--- config.mk ---
export PLATFORM = sky130hd
export DESIGN_NAME = ptb_top
export DESIGN_NICKNAME = d
export VERILOG_FILES = /design/src/common/ptb_pkg.sv /design/src/common/ptb_tick_if.sv /design/src/ptb_timebase.sv /design/src/ptb_top.sv
export VERILOG_INCLUDE_DIRS = /design/src /design/src/common
export SDC_FILE = /design/constraint.sdc
export NUM_CORES = 1
export LEC_CHECK = 0
export BUFFER_PORTS_ARGS = -buffer_cell sky130_fd_sc_hd__buf_2
export CAP_MARGIN = 20
export CORE_MARGIN = 2
export CORE_UTILIZATION = 60
export DETAILED_ROUTE_END_ITERATION = 7
export PLACE_DENSITY = 0.82
export RECOVER_POWER = 25
export SLEW_MARGIN = 20
export SYNTH_ARGS = -nofsm -noshare
export SYNTH_HDL_FRONTEND = slang
export SYNTH_SLANG_ARGS = --single-unit
--- constraint.sdc ---
create_clock -name ref_clk_i -period 15.22 [get_ports ref_clk_i]
set_input_delay 3.044 -clock ref_clk_i [delete_from_list [all_inputs] [get_ports ref_clk_i]]
set_output_delay 3.044 -clock ref_clk_i [all_outputs]
set_load 0.02 [all_outputs]
--- src/common/ptb_defs.svh ---
// constants for the preset timer bank: offsets, fields, resets, timing
`ifndef PTB_DEFS_SVH
`define PTB_DEFS_SVH
// word addresses on the register port
`define PTB_CUR_BASE 8'h00
`define PTB_PRE_BASE 8'h10
`define PTB_CTRL 8'h20
`define PTB_STATUS 8'h21
`define PTB_IRQ_STAT 8'h22
`define PTB_IRQ_MASK 8'h23
// control word field positions
`define PTB_CTRL_SFAST 0
`define PTB_CTRL_AFAST 8
`define PTB_CTRL_AKPRE 12
// done and event bit position of accumulating timers
`define PTB_ACC_BIT 8
// reset values
`define PTB_PRE_RST 16'h0000
`define PTB_CTRL_RST 16'h0000
`define PTB_MASK_RST 16'h0000
// count ceilings (0.1 s or 0.01 s units)
`define PTB_SGL_MAX 16'h270F
`define PTB_ACC_MAX 32'h05F5_E0FF
// timebase
`define PTB_CLK_MHZ 100
`define PTB_HUND_US 10000
`define PTB_TENTH_US 100000
`define PTB_HUND_CYC (`PTB_HUND_US * `PTB_CLK_MHZ)
`define PTB_TENTH_DIV (`PTB_TENTH_US / `PTB_HUND_US)
`endif

--- src/common/ptb_pkg.sv ---
// shared types of the preset timer bank
package ptb_pkg;
  typedef logic [15:0] ptb_word_t; // one storage word
  typedef logic [31:0] ptb_long_t; // two-word accumulated value
  typedef enum logic [0:0] {
    PTB_RATE_TENTH = 1'h0,
    PTB_RATE_HUND  = 1'h1
  } ptb_rate_t;
endpackage

--- src/common/ptb_tick_if.sv ---
// timebase tick pulses passed from the divider to the timer bank
`timescale 1ns/1ps
`default_nettype none
interface ptb_tick_if;
  logic tick_hund;  // one-cycle pulse every 0.01 s
  logic tick_tenth; // one-cycle pulse every 0.1 s
  modport src (output tick_hund, output tick_tenth);
  modport dst (input tick_hund, input tick_tenth);
endinterface
`default_nettype wire

--- src/ptb_timebase.sv ---
// timebase divider making 0.01 s and 0.1 s enable pulses
`timescale 1ns/1ps
`default_nettype none
`include "ptb_defs.svh"
module ptb_timebase #(
  parameter int HUND_CYCLES = `PTB_HUND_CYC,
  parameter int TENTH_DIV   = `PTB_TENTH_DIV
) (
  input  wire logic ref_clk_i, // 100 MHz clock
  input  wire logic rst_i,     // async reset, active high
  ptb_tick_if.src   tk         // tick pulses out
);
  localparam int HW = $clog2(HUND_CYCLES + 1);
  // whole divider state
  typedef struct packed {
    logic [HW-1:0] hcnt; // cycles within 0.01 s
    logic [3:0]    tcnt; // hundredths within 0.1 s
    logic          th;   // hundredth pulse
    logic          tt;   // tenth pulse
  } ptb_tb_state_t;
  ptb_tb_state_t st, next_st;
  // next divider state
  always_comb begin
    next_st    = st;
    next_st.th = 1'b0;
    next_st.tt = 1'b0;
    if (st.hcnt == HW'(HUND_CYCLES - 1)) begin
      next_st.hcnt = '0;
      next_st.th   = 1'b1;
      if (st.tcnt == 4'(TENTH_DIV - 1)) begin
        next_st.tcnt = '0;
        next_st.tt   = 1'b1;
      end else begin
        next_st.tcnt = st.tcnt + 4'h1;
      end
    end else begin
      next_st.hcnt = st.hcnt + HW'(1);
    end
  end
  // divider registers
  always_ff @(posedge ref_clk_i or posedge rst_i) begin
    if (rst_i) begin
      st <= '0;
    end else begin
      st <= next_st;
    end
  end
  assign tk.tick_hund  = st.th;
  assign tk.tick_tenth = st.tt;
endmodule
`default_nettype wire

--- src/ptb_top.sv ---
// preset timer bank: single-input and accumulating timers, register port
`timescale 1ns/1ps
`default_nettype none
`include "ptb_defs.svh"
module ptb_top #(
  parameter int        N_SGL       = 4,          // single-input timers
  parameter int        N_ACC       = 2,          // accumulating timers
  parameter int        HUND_CYCLES = `PTB_HUND_CYC, // cycles per 0.01 s
  parameter logic [31:0] ACC_K_PRE = 32'h0000_001E // constant preset
) (
  input  wire logic             ref_clk_i, // 100 MHz clock
  input  wire logic             rst_i,     // async reset, active high
  input  wire logic [N_SGL-1:0] sgl_in_i,  // single timer inputs
  input  wire logic [N_ACC-1:0] acc_en_i,  // accumulating enables
  input  wire logic [N_ACC-1:0] acc_rst_i, // accumulating resets
  input  wire logic [7:0]       addr_i,    // register word address
  input  wire logic [15:0]      wdata_i,   // write data
  input  wire logic             wr_i,      // write strobe
  input  wire logic             rd_i,      // read strobe
  output logic      [15:0]      rdata_o,   // read data, next cycle
  output logic      [N_SGL-1:0] sgl_done_o, // single status bits
  output logic      [N_ACC-1:0] acc_done_o, // accumulating status bits
  output logic                  irq_o      // level interrupt
);
  // bank state
  typedef struct packed {
    logic [N_SGL-1:0][15:0] sgl_cur;  // single current values
    logic [N_SGL-1:0][15:0] sgl_pre;  // single presets
    logic [N_ACC-1:0][31:0] acc_cur;  // accumulated values
    logic [N_ACC-1:0][31:0] acc_pre;  // preset word pairs
    logic [N_SGL-1:0]       sgl_done; // single status
    logic [N_ACC-1:0]       acc_done; // accumulating status
    logic [N_SGL-1:0]       sgl_fast; // single rate select
    logic [N_ACC-1:0]       acc_fast; // accumulating rate select
    logic [N_ACC-1:0]       acc_kpre; // use constant preset
    logic [15:0]            irq_stat; // sticky events
    logic [15:0]            irq_mask; // event enables
    logic [15:0]            rdata;    // read data register
  } ptb_state_t;

  ptb_state_t st;      // registered state
  ptb_state_t next_st; // next state

  // tick pulses from the divider
  ptb_tick_if tk ();

  // divider instance
  ptb_timebase #(
    .HUND_CYCLES (HUND_CYCLES),
    .TENTH_DIV   (`PTB_TENTH_DIV)
  ) u_timebase (
    .ref_clk_i (ref_clk_i),
    .rst_i     (rst_i),
    .tk        (tk.src)
  );

  // saturating step of a count
  function automatic logic [31:0] sat_inc(
    input logic [31:0] val,
    input logic [31:0] max
  );
    if (val >= max) begin
      sat_inc = max;
    end else begin
      sat_inc = val + 32'h1;
    end
  endfunction

  // tick that belongs to a rate
  function automatic logic pick_tick(input logic fast);
    ptb_pkg::ptb_rate_t r;
    r = ptb_pkg::ptb_rate_t'(fast);
    pick_tick = (r == ptb_pkg::PTB_RATE_HUND) ? tk.tick_hund
                                              : tk.tick_tenth;
  endfunction

  // storage word at index: singles first, then word pairs
  function automatic logic [15:0] pick_word(
    input logic [N_SGL-1:0][15:0] s,
    input logic [N_ACC-1:0][31:0] a,
    input logic [7:0]             idx
  );
    pick_word = 16'h0000;
    for (int i = 0; i < N_SGL; i++) begin
      if (idx == 8'(i)) begin
        pick_word = s[i];
      end
    end
    for (int j = 0; j < N_ACC; j++) begin
      if (idx == 8'(N_SGL + 2 * j)) begin
        pick_word = a[j][15:0];
      end
      if (idx == 8'(N_SGL + 2 * j + 1)) begin
        pick_word = a[j][31:16];
      end
    end
  endfunction

  // event vector and status word
  logic [15:0] done_word;
  logic [15:0] next_done_word;
  logic [15:0] rise;
  logic [15:0] valid_bits;

  // next state of the whole bank
  always_comb begin
    next_st       = st;
    next_st.rdata = 16'h0000;
    // register writes: presets and control
    if (wr_i) begin
      for (int i = 0; i < N_SGL; i++) begin
        if (addr_i == 8'(`PTB_PRE_BASE + i)) begin
          next_st.sgl_pre[i] = wdata_i;
        end
      end
      for (int j = 0; j < N_ACC; j++) begin
        if (addr_i == 8'(`PTB_PRE_BASE + N_SGL + 2 * j)) begin
          next_st.acc_pre[j][15:0] = wdata_i;
        end
        if (addr_i == 8'(`PTB_PRE_BASE + N_SGL + 2 * j + 1)) begin
          next_st.acc_pre[j][31:16] = wdata_i;
        end
      end
      if (addr_i == `PTB_CTRL) begin
        next_st.sgl_fast = wdata_i[`PTB_CTRL_SFAST +: N_SGL];
        next_st.acc_fast = wdata_i[`PTB_CTRL_AFAST +: N_ACC];
        next_st.acc_kpre = wdata_i[`PTB_CTRL_AKPRE +: N_ACC];
      end
      if (addr_i == `PTB_IRQ_MASK) begin
        next_st.irq_mask = wdata_i & valid_bits;
      end
    end
    // single-input timers
    for (int i = 0; i < N_SGL; i++) begin
      if (!sgl_in_i[i]) begin
        next_st.sgl_cur[i] = 16'h0000;
      end else if (pick_tick(st.sgl_fast[i])) begin
        next_st.sgl_cur[i] = 16'(sat_inc({16'h0000, st.sgl_cur[i]},
                                 {16'h0000, `PTB_SGL_MAX}));
      end
      // status from the new value; off with the input
      next_st.sgl_done[i] = sgl_in_i[i] &&
        (next_st.sgl_cur[i] >= next_st.sgl_pre[i]);
    end
    // accumulating timers
    for (int j = 0; j < N_ACC; j++) begin
      if (acc_rst_i[j]) begin
        next_st.acc_cur[j] = 32'h0;
      end else if (acc_en_i[j] && pick_tick(st.acc_fast[j])) begin
        next_st.acc_cur[j] = sat_inc(st.acc_cur[j],
                                     `PTB_ACC_MAX);
      end
      // disabled and not reset: value kept as is
      next_st.acc_done[j] = !acc_rst_i[j] &&
        (next_st.acc_cur[j] >=
         (next_st.acc_kpre[j] ? ACC_K_PRE
                              : next_st.acc_pre[j]));
    end
    // sticky events: set wins over write-one clear
    next_done_word = 16'h0000;
    next_done_word[N_SGL-1:0] = next_st.sgl_done;
    next_done_word[`PTB_ACC_BIT +: N_ACC] = next_st.acc_done;
    // status bits that come on this cycle
    rise = next_done_word & ~done_word;
    if (wr_i && addr_i == `PTB_IRQ_STAT) begin
      next_st.irq_stat = st.irq_stat & ~wdata_i;
    end
    next_st.irq_stat = next_st.irq_stat | rise;
    // read data for the next cycle
    if (rd_i) begin
      if (addr_i < `PTB_PRE_BASE) begin
        next_st.rdata = pick_word(st.sgl_cur, st.acc_cur,
                                  addr_i - `PTB_CUR_BASE);
      end else if (addr_i < `PTB_CTRL) begin
        next_st.rdata = pick_word(st.sgl_pre, st.acc_pre,
                                  addr_i - `PTB_PRE_BASE);
      end else if (addr_i == `PTB_CTRL) begin
        next_st.rdata[`PTB_CTRL_SFAST +: N_SGL] = st.sgl_fast;
        next_st.rdata[`PTB_CTRL_AFAST +: N_ACC] = st.acc_fast;
        next_st.rdata[`PTB_CTRL_AKPRE +: N_ACC] = st.acc_kpre;
      end else if (addr_i == `PTB_STATUS) begin
        next_st.rdata = done_word;
      end else if (addr_i == `PTB_IRQ_STAT) begin
        next_st.rdata = st.irq_stat;
      end else if (addr_i == `PTB_IRQ_MASK) begin
        next_st.rdata = st.irq_mask;
      end
      // unmapped addresses read as zero
    end
  end

  // current status word and its mask of valid bits
  always_comb begin
    done_word = 16'h0000;
    done_word[N_SGL-1:0] = st.sgl_done;
    done_word[`PTB_ACC_BIT +: N_ACC] = st.acc_done;
    valid_bits = 16'h0000;
    valid_bits[N_SGL-1:0] = '1;
    valid_bits[`PTB_ACC_BIT +: N_ACC] = '1;
  end

  // bank registers
  always_ff @(posedge ref_clk_i or posedge rst_i) begin
    if (rst_i) begin
      st          <= '0;
      st.sgl_pre  <= {N_SGL{`PTB_PRE_RST}};
      st.acc_pre  <= {(2 * N_ACC){`PTB_PRE_RST}};
      st.irq_mask <= `PTB_MASK_RST;
    end else begin
      st <= next_st;
    end
  end

  // outputs from flip-flops; irq_o gated from irq_stat and irq_mask
  assign rdata_o    = st.rdata;
  assign sgl_done_o = st.sgl_done;
  assign acc_done_o = st.acc_done;
  assign irq_o      = |(st.irq_stat & st.irq_mask);
endmodule
`default_nettype wire
Word level (Yosys, flattened, before mapping)
Index checks and enable logic that the tools add are counted.
{"block": "word_totals", "register_bits": 334, "output_inout_bits": 23}
{"block": "op_classes", "n_addsub": 9, "magnitude_cmp": 14, "eq_ne": 28, "muxes": 71, "n_bitwise": 6, "reduce_logical": 16}
{"cell": "2-to-1 mux 16 bit", "count": 42}
{"cell": "2-to-1 mux 32 bit", "count": 8}
{"cell": "2-to-1 mux 64 bit", "count": 2}
{"cell": "adder 16 x 1 -> 16 bit (second input constant)", "count": 4}
{"cell": "adder 32 x 1 -> 32 bit (second input constant)", "count": 2}
{"cell": "equality test 8 x 3 -> 1 bit (second input constant)", "count": 8}
{"cell": "equality test 8 x 5 -> 1 bit (second input constant)", "count": 8}
{"cell": "greater-or-equal comparator 16 x 14 -> 1 bit (second input constant)", "count": 4}
{"cell": "greater-or-equal comparator 16 bit", "count": 4}
{"cell": "greater-or-equal comparator 32 x 27 -> 1 bit (second input constant)", "count": 2}
{"cell": "greater-or-equal comparator 32 bit", "count": 2}
{"cell": "equality test 8 x 2 -> 1 bit (second input constant)", "count": 4}
{"cell": "equality test 8 x 6 -> 1 bit (second input constant)", "count": 4}
{"cell": "adder 20 x 1 -> 20 bit (second input constant)", "count": 1}
{"cell": "equality test 20 bit (second input constant)", "count": 1}
{"cell": "2-to-1 mux 20 bit", "count": 1}
{"cell": "AND 10 x 16 -> 16 bit", "count": 1}
{"cell": "AND 16 x 10 -> 16 bit", "count": 1}
{"cell": "AND 16 bit", "count": 1}
{"cell": "equality test 8 x 1 -> 1 bit (second input constant)", "count": 2}
{"cell": "logical NOT 8 bit", "count": 2}
{"cell": "inverter 10 -> 16 bit", "count": 1}
{"cell": "inverter 16 bit", "count": 1}
{"cell": "OR 16 bit", "count": 1}
{"cell": "13 further kinds", "count": 37}

Depth between registers and ports, before layout
Gate-level depths: netlist (run 1).
{"block": "depth", "depth_word": 13, "ltp_mapped": 16, "ltp_nobuf": 14}

Hierarchy
From an unflattened synthesis (run 1), not the netlist that was laid out.
{"block": "hier_totals", "cells_unflattened": 2170, "hier_area_um2": 20871.3}
{"module": "ptb_top", "n_inst": 1, "cells_per_inst": 2047, "area_each_um2": 19623.8, "seq_area_each_um2": 7707.4}
{"module": "ptb_timebase", "n_inst": 1, "cells_per_inst": 123, "area_each_um2": 1247.4, "seq_area_each_um2": 650.6}

Least setup slack after synthesis (run 1)
OpenSTA, ideal clock, no wires.
{"block": "synth_path", "path_kind": "input-to-reg", "start": "input addr_i[3]", "end": "register st[41] in the netlist's numbering", "setup_ns": 0.144, "t_arrival_ns": 5.958, "t_required_ns": 15.076, "slack_ns": 9.118, "stages": 16, "path_buffers": 4, "cell_sequence": "buf_2 or2_2 clkbuf_1 nor2_8 nand3_4 mux2i_1 buf_4 buf_6 nand2_1 ha_1 a211oi_1 nand2_1 o2111ai_1 a211oi_1 a2111oi_0 o21ai_0"}
{"element": "from (decl)", "line_no": "ptb_top.sv:16", "source": "input wire logic [7:0] addr_i,"}
{"element": "to (signal assigned)", "line_no": "ptb_top.sv:210", "source": "st <= next_st;"}
{"element": "to (decl)", "line_no": "ptb_top.sv:41", "source": "ptb_state_t st;"}

==> impl_metrics.json, run 1 <==
{
  "utilization_pct": 65.6,
  "track_usage_pct": 39.0,
  "slew_headroom_pct": -249,
  "wire_per_inst_um": 26.8,
  "yosysSeqAreaShare_pct": 40.5,
  "arrival_ns": 8.00,
  "layout_common_cells": "dfrtp_1, nor2_1, nand2_1, ha_1, a21oi_1",
  "dr_total_vias": 17656,
  "final_common_cell": "dfrtp_1",
  "synth_top_area_share_pct": 40.5,
  "cp.required_ns": 15.77,
  "wl_um": 69000,
  "clk_pin_slew_worst_paths_ns": 0.06,
  "p_per_area_nw_per_um2": 91.0,
  "post_cts_buffers": 0,
  "post-route-period-util_pct": 48.9,
  "fin_nets": 2271,
  "grt-busiest-layer": "met2",
  "fin_skew_ns": 0.0264,
  "start_util_pct": 61.3,
  "yosys-top-cells-area": "dfrtp_1, ha_1, mux2_2",
  "grt_pass1_wl_um": 105000,
  "final.min_clock_period_ns": 7.44,
  "grt-ovfl-total": 0,
  "syn_area_sq_um": 20700,
  "final_cell_count_no_fill": 2575,
  "crit_type": "input port to asynchronous set/reset pin",
  "status": "finished with violations",
  "yosysWarnings": 0,
  "vdd_drop_max_mv": 0.113,
  "die_width_um": 190,
  "setup_viol_count_final": 0,
  "dp_hpwl_um": 50800,
  "hold_path.class": "flip-flop to flip-flop",
  "ant_nets": 0,
  "drive_above_1_share_pct": 13.9,
  "cts_buffer_depth": 3,
  "cts_tree": "done",
  "clock_sinks": 334,
  "drt-initial-drc-count": 2198,
  "grt_use_met1_pct": 53.1,
  "synth_top_area_cell": "dfrtp_1",
  "io_buffers": 58,
  "drv_cap": 2,
  "ios": 59,
  "maxSlewViolCount": 137,
  "globalplace.congestion": 1.05,
  "grt_setup_unrepaired": "false",
  "violations": "capacitance limit, slew limit",
  "ys_types": 83,
  "root_buffer": "clkbuf_16",
  "cp-end-kind": "asynchronous set/reset pin",
  "clk_latency_ns": 0.55,
  "viasPerCell": 6.86,
  "use_met2_pct": 58.0,
  "grtUsageMet3_pct": 11.7,
  "finalSetupTns_ns": 0,
  "hold_buffers": 0,
  "drt_first_pass_iters": 7,
  "die_area_sq_um": 35900,
  "syn_nets": 2283,
  "worstSetupStartpointType": "input port",
  "max_freq_ghz": 0.134,
  "core-area_sq_um": 33700,
  "grt_start_max_net_pins": 120,
  "synth_area_per_cell_sq_um": 9.78,
  "synth_ff_type": "dfrtp_1",
  "synth_seq_cells": 334,
  "synth-edff-count": 0,
  "worst_pin_slew_ns": 5.21,
  "cts_resized": 0,
  "synthCells": 2112,
  "ys_async_sr_fraction_pct": 100,
  "hold_viol": 0,
  "timing.hold.ws_ns": 0.483,
  "antenna_found_initial": 3,
  "cts_made_buffers": 37,
  "dpl.cell_count": 2509,
  "rrSetupSlack_ns": 10.39,
  "drc": 0,
  "dieHeight_um": 190,
  "worst-path-max-fanout": 119,
  "grt_pass1_vias": 17132,
  "htree_levels": 2,
  "rows": 67,
  "p_leak_uw": 0.0105,
  "syn_to_final_growth_pct": 6.98
}
==> sequential cells by signal, summed over array words and instances, names as in the netlist <==
signal                    count
u_timebase.tk.tick_tenth      1
u_timebase.st                24
rdata_o                      16
u_timebase.tk.tick_hund       1
acc_done_o                    2
sgl_done_o                    4
st                          286
==> worst max-delay path, stage by stage <==
cell and delay (ns):
buf_2 0.10, clkinvlp_2 2.87, buf_4 1.05, buf_4 0.81
==> where the power goes <==
part	internal (uW)	total (uW)	switching [uW]
Sequential	912	939	27.4
Clock	491	861	370
Combinational	69.0	211	142
==> kinds of logic after synthesis <==
logic type / count (synthesis) / share of synthesized area [%]
buf+inv: 204 / 4.62
fa+ha+maj: 135 / 8.18
simple gates: 686 / 16.7
xor+xnor: 112 / 4.75
mux: 210 / 11.9
flops: 334 / 40.5
compound gates: 431 / 13.4
==> path summary, 6_finish.rpt <==
| path | from | endpoint | depth (start not counted) |
|---|---|---|---|
| max | rst_i | st[123] | 4 |
| min | u_timebase.st[10] | u_timebase.st[10] | 1 |
| max reg2reg | u_timebase.tk.tick_tenth | st[41] | 12 |
| min reg2reg | u_timebase.st[10] | u_timebase.st[10] | 1 |
| max in group ref_clk_i | addr_i[2] | st[41] | 14 |
| min in group asynchronous | rst_i | st[304] | 2 |
==> cell type report <==
cell class | count | area [sq um]
Antenna cell | 1 | 2.50
Clock buffer | 57 | 1080
Clock inverter | 8 | 52.6
Fill cell | 2742 | 11600
Inverter | 83 | 313
Multi-Input combinational cell | 1574 | 11300
Sequential cell | 334 | 8360
Tap cell | 448 | 561
Timing Repair Buffer | 70 | 384
==> cell usage after synthesis (14+ instances only) <==
library cell,number
a21boi_0,31
a21oi_1,134
a22oi_1,20
and2_1,19
and3_1,32
and4_1,14
buf_2,39
buf_4,32
clkbuf_1,45
dfrtp_1,334
ha_1,135
inv_1,81
mux2_2,119
mux2i_1,74
mux4_2,16
nand2_1,179
nand2b_1,15
nand3_1,76
nand4_1,43
nor2_1,190
nor2b_1,17
nor3_1,30
nor4_1,16
o21ai_0,94
o22ai_1,14
xnor2_1,45
xor2_1,67
==> stage by stage <==
stage | power [uW] | instance area (sq um) | setup WS (ns)
after global routing | 2070 | 22100 | 6.76
after floorplan | 1080 | 20700 | 2.92
after global placement | 1150 | 21000 | 8.05
after CTS | 2000 | 22100 | 8.53
final | 2010 | 22100 | 7.78
after detailed placement | 1160 | 21000 | 7.98
==> routing by layer <==
metal | wire length [um] | share of wire, %
met5 | 44 | 0.064
met1 | 27200 | 39
met4 | 3440 | 5.0
met2 | 29900 | 43
met3 | 8440 | 12
(Power assumes the default switching activity.)
==> inputs of run 2 (changes only) <==
ABC_AREA = 1   (was default)
clock period = 7.78 ns   (was 15.22 ns; I/O delays follow)
==> impl_metrics.json, run 2 <==
{
  "io_buffers": 58,
  "synth_ff_type": "dfrtp_1",
  "syn_to_final_growth_pct": 7.58,
  "vdd_drop_max_mv": 0.203,
  "grt_pass1_wl_um": 109000,
  "utilization_pct": 65.3,
  "die_area_sq_um": 37400,
  "dieHeight_um": 193,
  "num-fill-cells": 3184,
  "drive_above_1_share_pct": 7.60,
  "ant_nets": 0,
  "fin_nets": 3115,
  "synth_common_cells": "nand2_1, inv_1, dfrtp_1",
  "worst-path-max-fanout": 29,
  "cts_buffer_depth": 3,
  "clk_latency_ns": 0.57,
  "grt_setup_unrepaired": "false",
  "yosysWarnings": 0,
  "startpoint": "addr_i[7]",
  "crit_type": "input port to flip-flop",
  "ys_types": 50,
  "synth_top_area_cell": "dfrtp_1",
  "worstSetupStartpointType": "input port",
  "synth_seq_cells": 334,
  "layout_common_cells": "nand2_1, inv_1, dfrtp_1, nor2_1, o21ai_0",
  "syn_nets": 3097,
  "drt_first_pass_iters": 8,
  "slowest_stage": "o21ai_4",
  "timing.hold.ws_ns": 0.500,
  "yosys.area_share.adder_pct": 7.86,
  "dr_total_vias": 20308,
  "rows": 69,
  "dpl.cell_count": 3364,
  "grt_start_max_net_pins": 155,
  "largest_reg_flops": 286,
  "fin_skew_ns": 0.0233,
  "violations": "capacitance limit, slew limit",
  "synthCells": 2926,
  "final.min_clock_period_ns": 5.04,
  "htree_levels": 2,
  "slew_headroom_pct": -105,
  "cts_made_buffers": 39,
  "ys_async_sr_fraction_pct": 100,
  "syn_area_sq_um": 21500,
  "start_util_pct": 60.7,
  "hold_path.class": "flip-flop to flip-flop",
  "antenna_found_initial": 3,
  "grt-ovfl-total": 0,
  "cts_tree": "done",
  "final_cell_count_no_fill": 3435,
  "hold_viol": 0,
  "die_width_um": 193,
  "synth-edff-count": 0,
  "finalSetupTns_ns": 0,
  "status": "finished with violations",
  "post-route-period-util_pct": 64.8,
  "p_per_area_nw_per_um2": 173,
  "globalplace.congestion": 1.05,
  "cpPeakStageDelay_ns": 0.76,
  "core-area_sq_um": 35400,
  "ios": 59,
  "wl_um": 71200,
  "synth-xor-area-share_pct": 2.65,
  "synth.most_common_cell": "nand2_1",
  "synth-simple-area-share_pct": 28.2,
  "drv_cap": 1,
  "muxShareOfSynthArea_pct": 0,
  "final_common_cell": "nand2_1",
  "track_usage_pct": 38.0,
  "maxSlewViolCount": 53,
  "hp-start": "st[108]",
  "yosys-top-cells-area": "dfrtp_1, nand2_1, ha_1",
  "path_buf_inv": 1,
  "viasPerCell": 5.91,
  "finish.instance_area_sq_um": 23100,
  "setup_viol_count_final": 0,
  "p_leak_uw": 0.0114,
  "cts_resized": 0,
  "max_freq_ghz": 0.198,
  "clk_pin_slew_worst_paths_ns": 0.06,
  "post_cts_buffers": 0,
  "yosysSeqAreaShare_pct": 38.9,
  "reg2reg_from": "u_timebase.tk.tick_tenth",
  "cp-end-kind": "flip-flop",
  "crit_top_cell": "nand2_1",
  "root_buffer": "clkbuf_16",
  "drc": 0,
  "drt-initial-drc-count": 2428,
  "worst_pin_slew_ns": 3.07,
  "hold_buffers": 0,
  "clock_sinks": 334,
  "dpl-instance-area_sq_um": 21900,
  "synth_top_area_share_pct": 38.9,
  "path_delay_family": "simple AND/OR/NAND/NOR gates",
  "synth_compound_area_share_pct": 12.2,
  "arrival_ns": 5.54,
  "synth_area_per_cell_sq_um": 7.35,
  "synth_top_family_by_area": "simple AND/OR/NAND/NOR gates",
  "cp.required_ns": 8.27,
  "crit_chain": "clkbuf_1, nor2_1, nand3_1, nor2_1, nand2_1, o21ai_4, nand2_1, ha_1, nand2_1, nor2_1, nand2_1, nor4_1, nand3_1, nand3_1, nand3_1, nand2_1",
  "wire_per_inst_um": 20.7,
  "largest-register": "st",
  "grt_pass1_vias": 19319,
  "dp_hpwl_um": 54900
}
run 2: changes by cell type after synthesis, sizes merged, moves of 71 or more:
cell | previous run | this run
mux2i | 74 | 0
nor2 | 192 | 263
nand2 | 185 | 798
o21ai | 95 | 255
mux2 | 120 | 0
inv | 83 | 437
run 2: worst paths after layout:
path / cells past startpoint / slack (ns) / end
max in group asynchronous: 4 / 3.35 / st[175]
max reg2reg: 14 / 3.42 / st[34]
min: 2 / 0.50 / st[108]
min in group asynchronous: 3 / 2.17 / st[299]
max: 16 / 2.74 / st[40]
min reg2reg: 2 / 0.50 / st[108]
run 2: layout make-up:
class | count | area, sq um | area share (%)
flip-flops and latches | 334 | 8360 | 36.1
inverters | 438 | 1650 | 7.12
multi-input cells | 2065 | 10900 | 47.1
clock buffers | 54 | 1120 | 4.86
repair buffers | 66 | 345 | 1.49
clock inverters | 16 | 188 | 0.811
diodes | 1 | 2.50 | 0.0108
well taps | 461 | 577 | 2.49
run 2: routing by layer:
layer  vias up  wire length, um  GRT usage, %
li1       9449                -             -
met1      9496            28700          52.1
met2      1153            30500          57.0
met3       204             8100          8.66
met4         6             3960          18.9
met5         -               31             0
run 2: cell families after synthesis:
family | after synthesis
and+or+nand+nor | 1397
buffers and inverters | 527
AOI/OAI and AO/OA | 468
DFF | 334
adders and majority gates | 135
xor gates and xnor gates | 65
run 2: power breakdown:
group / leakage (uW) / switching [uW] / internal (uW)
clock: 0.000643 / 771 / 1140
combinational: 0.00646 / 208 / 63.9
sequential: 0.00425 / 30.3 / 1780
total: 0.0114 / 1010 / 2990
run 2: stage by stage:
step	power, uW	setup WS, ns
detailed placement	2110	2.74
finish	4000	2.74
floorplan	2000	1.76
global placement	2100	2.79
global route	4110	2.43
CTS	4000	3.32
run 2: worst register-to-register path, delay by kind of cell, from the launching register on:
family | cells | cell delay, ns
simple gates | 9 | 2.13
compound gates | 3 | 1.52
flops | 1 | 0.35
fa+ha+maj | 1 | 0.18
buf+inv | 1 | 0.11
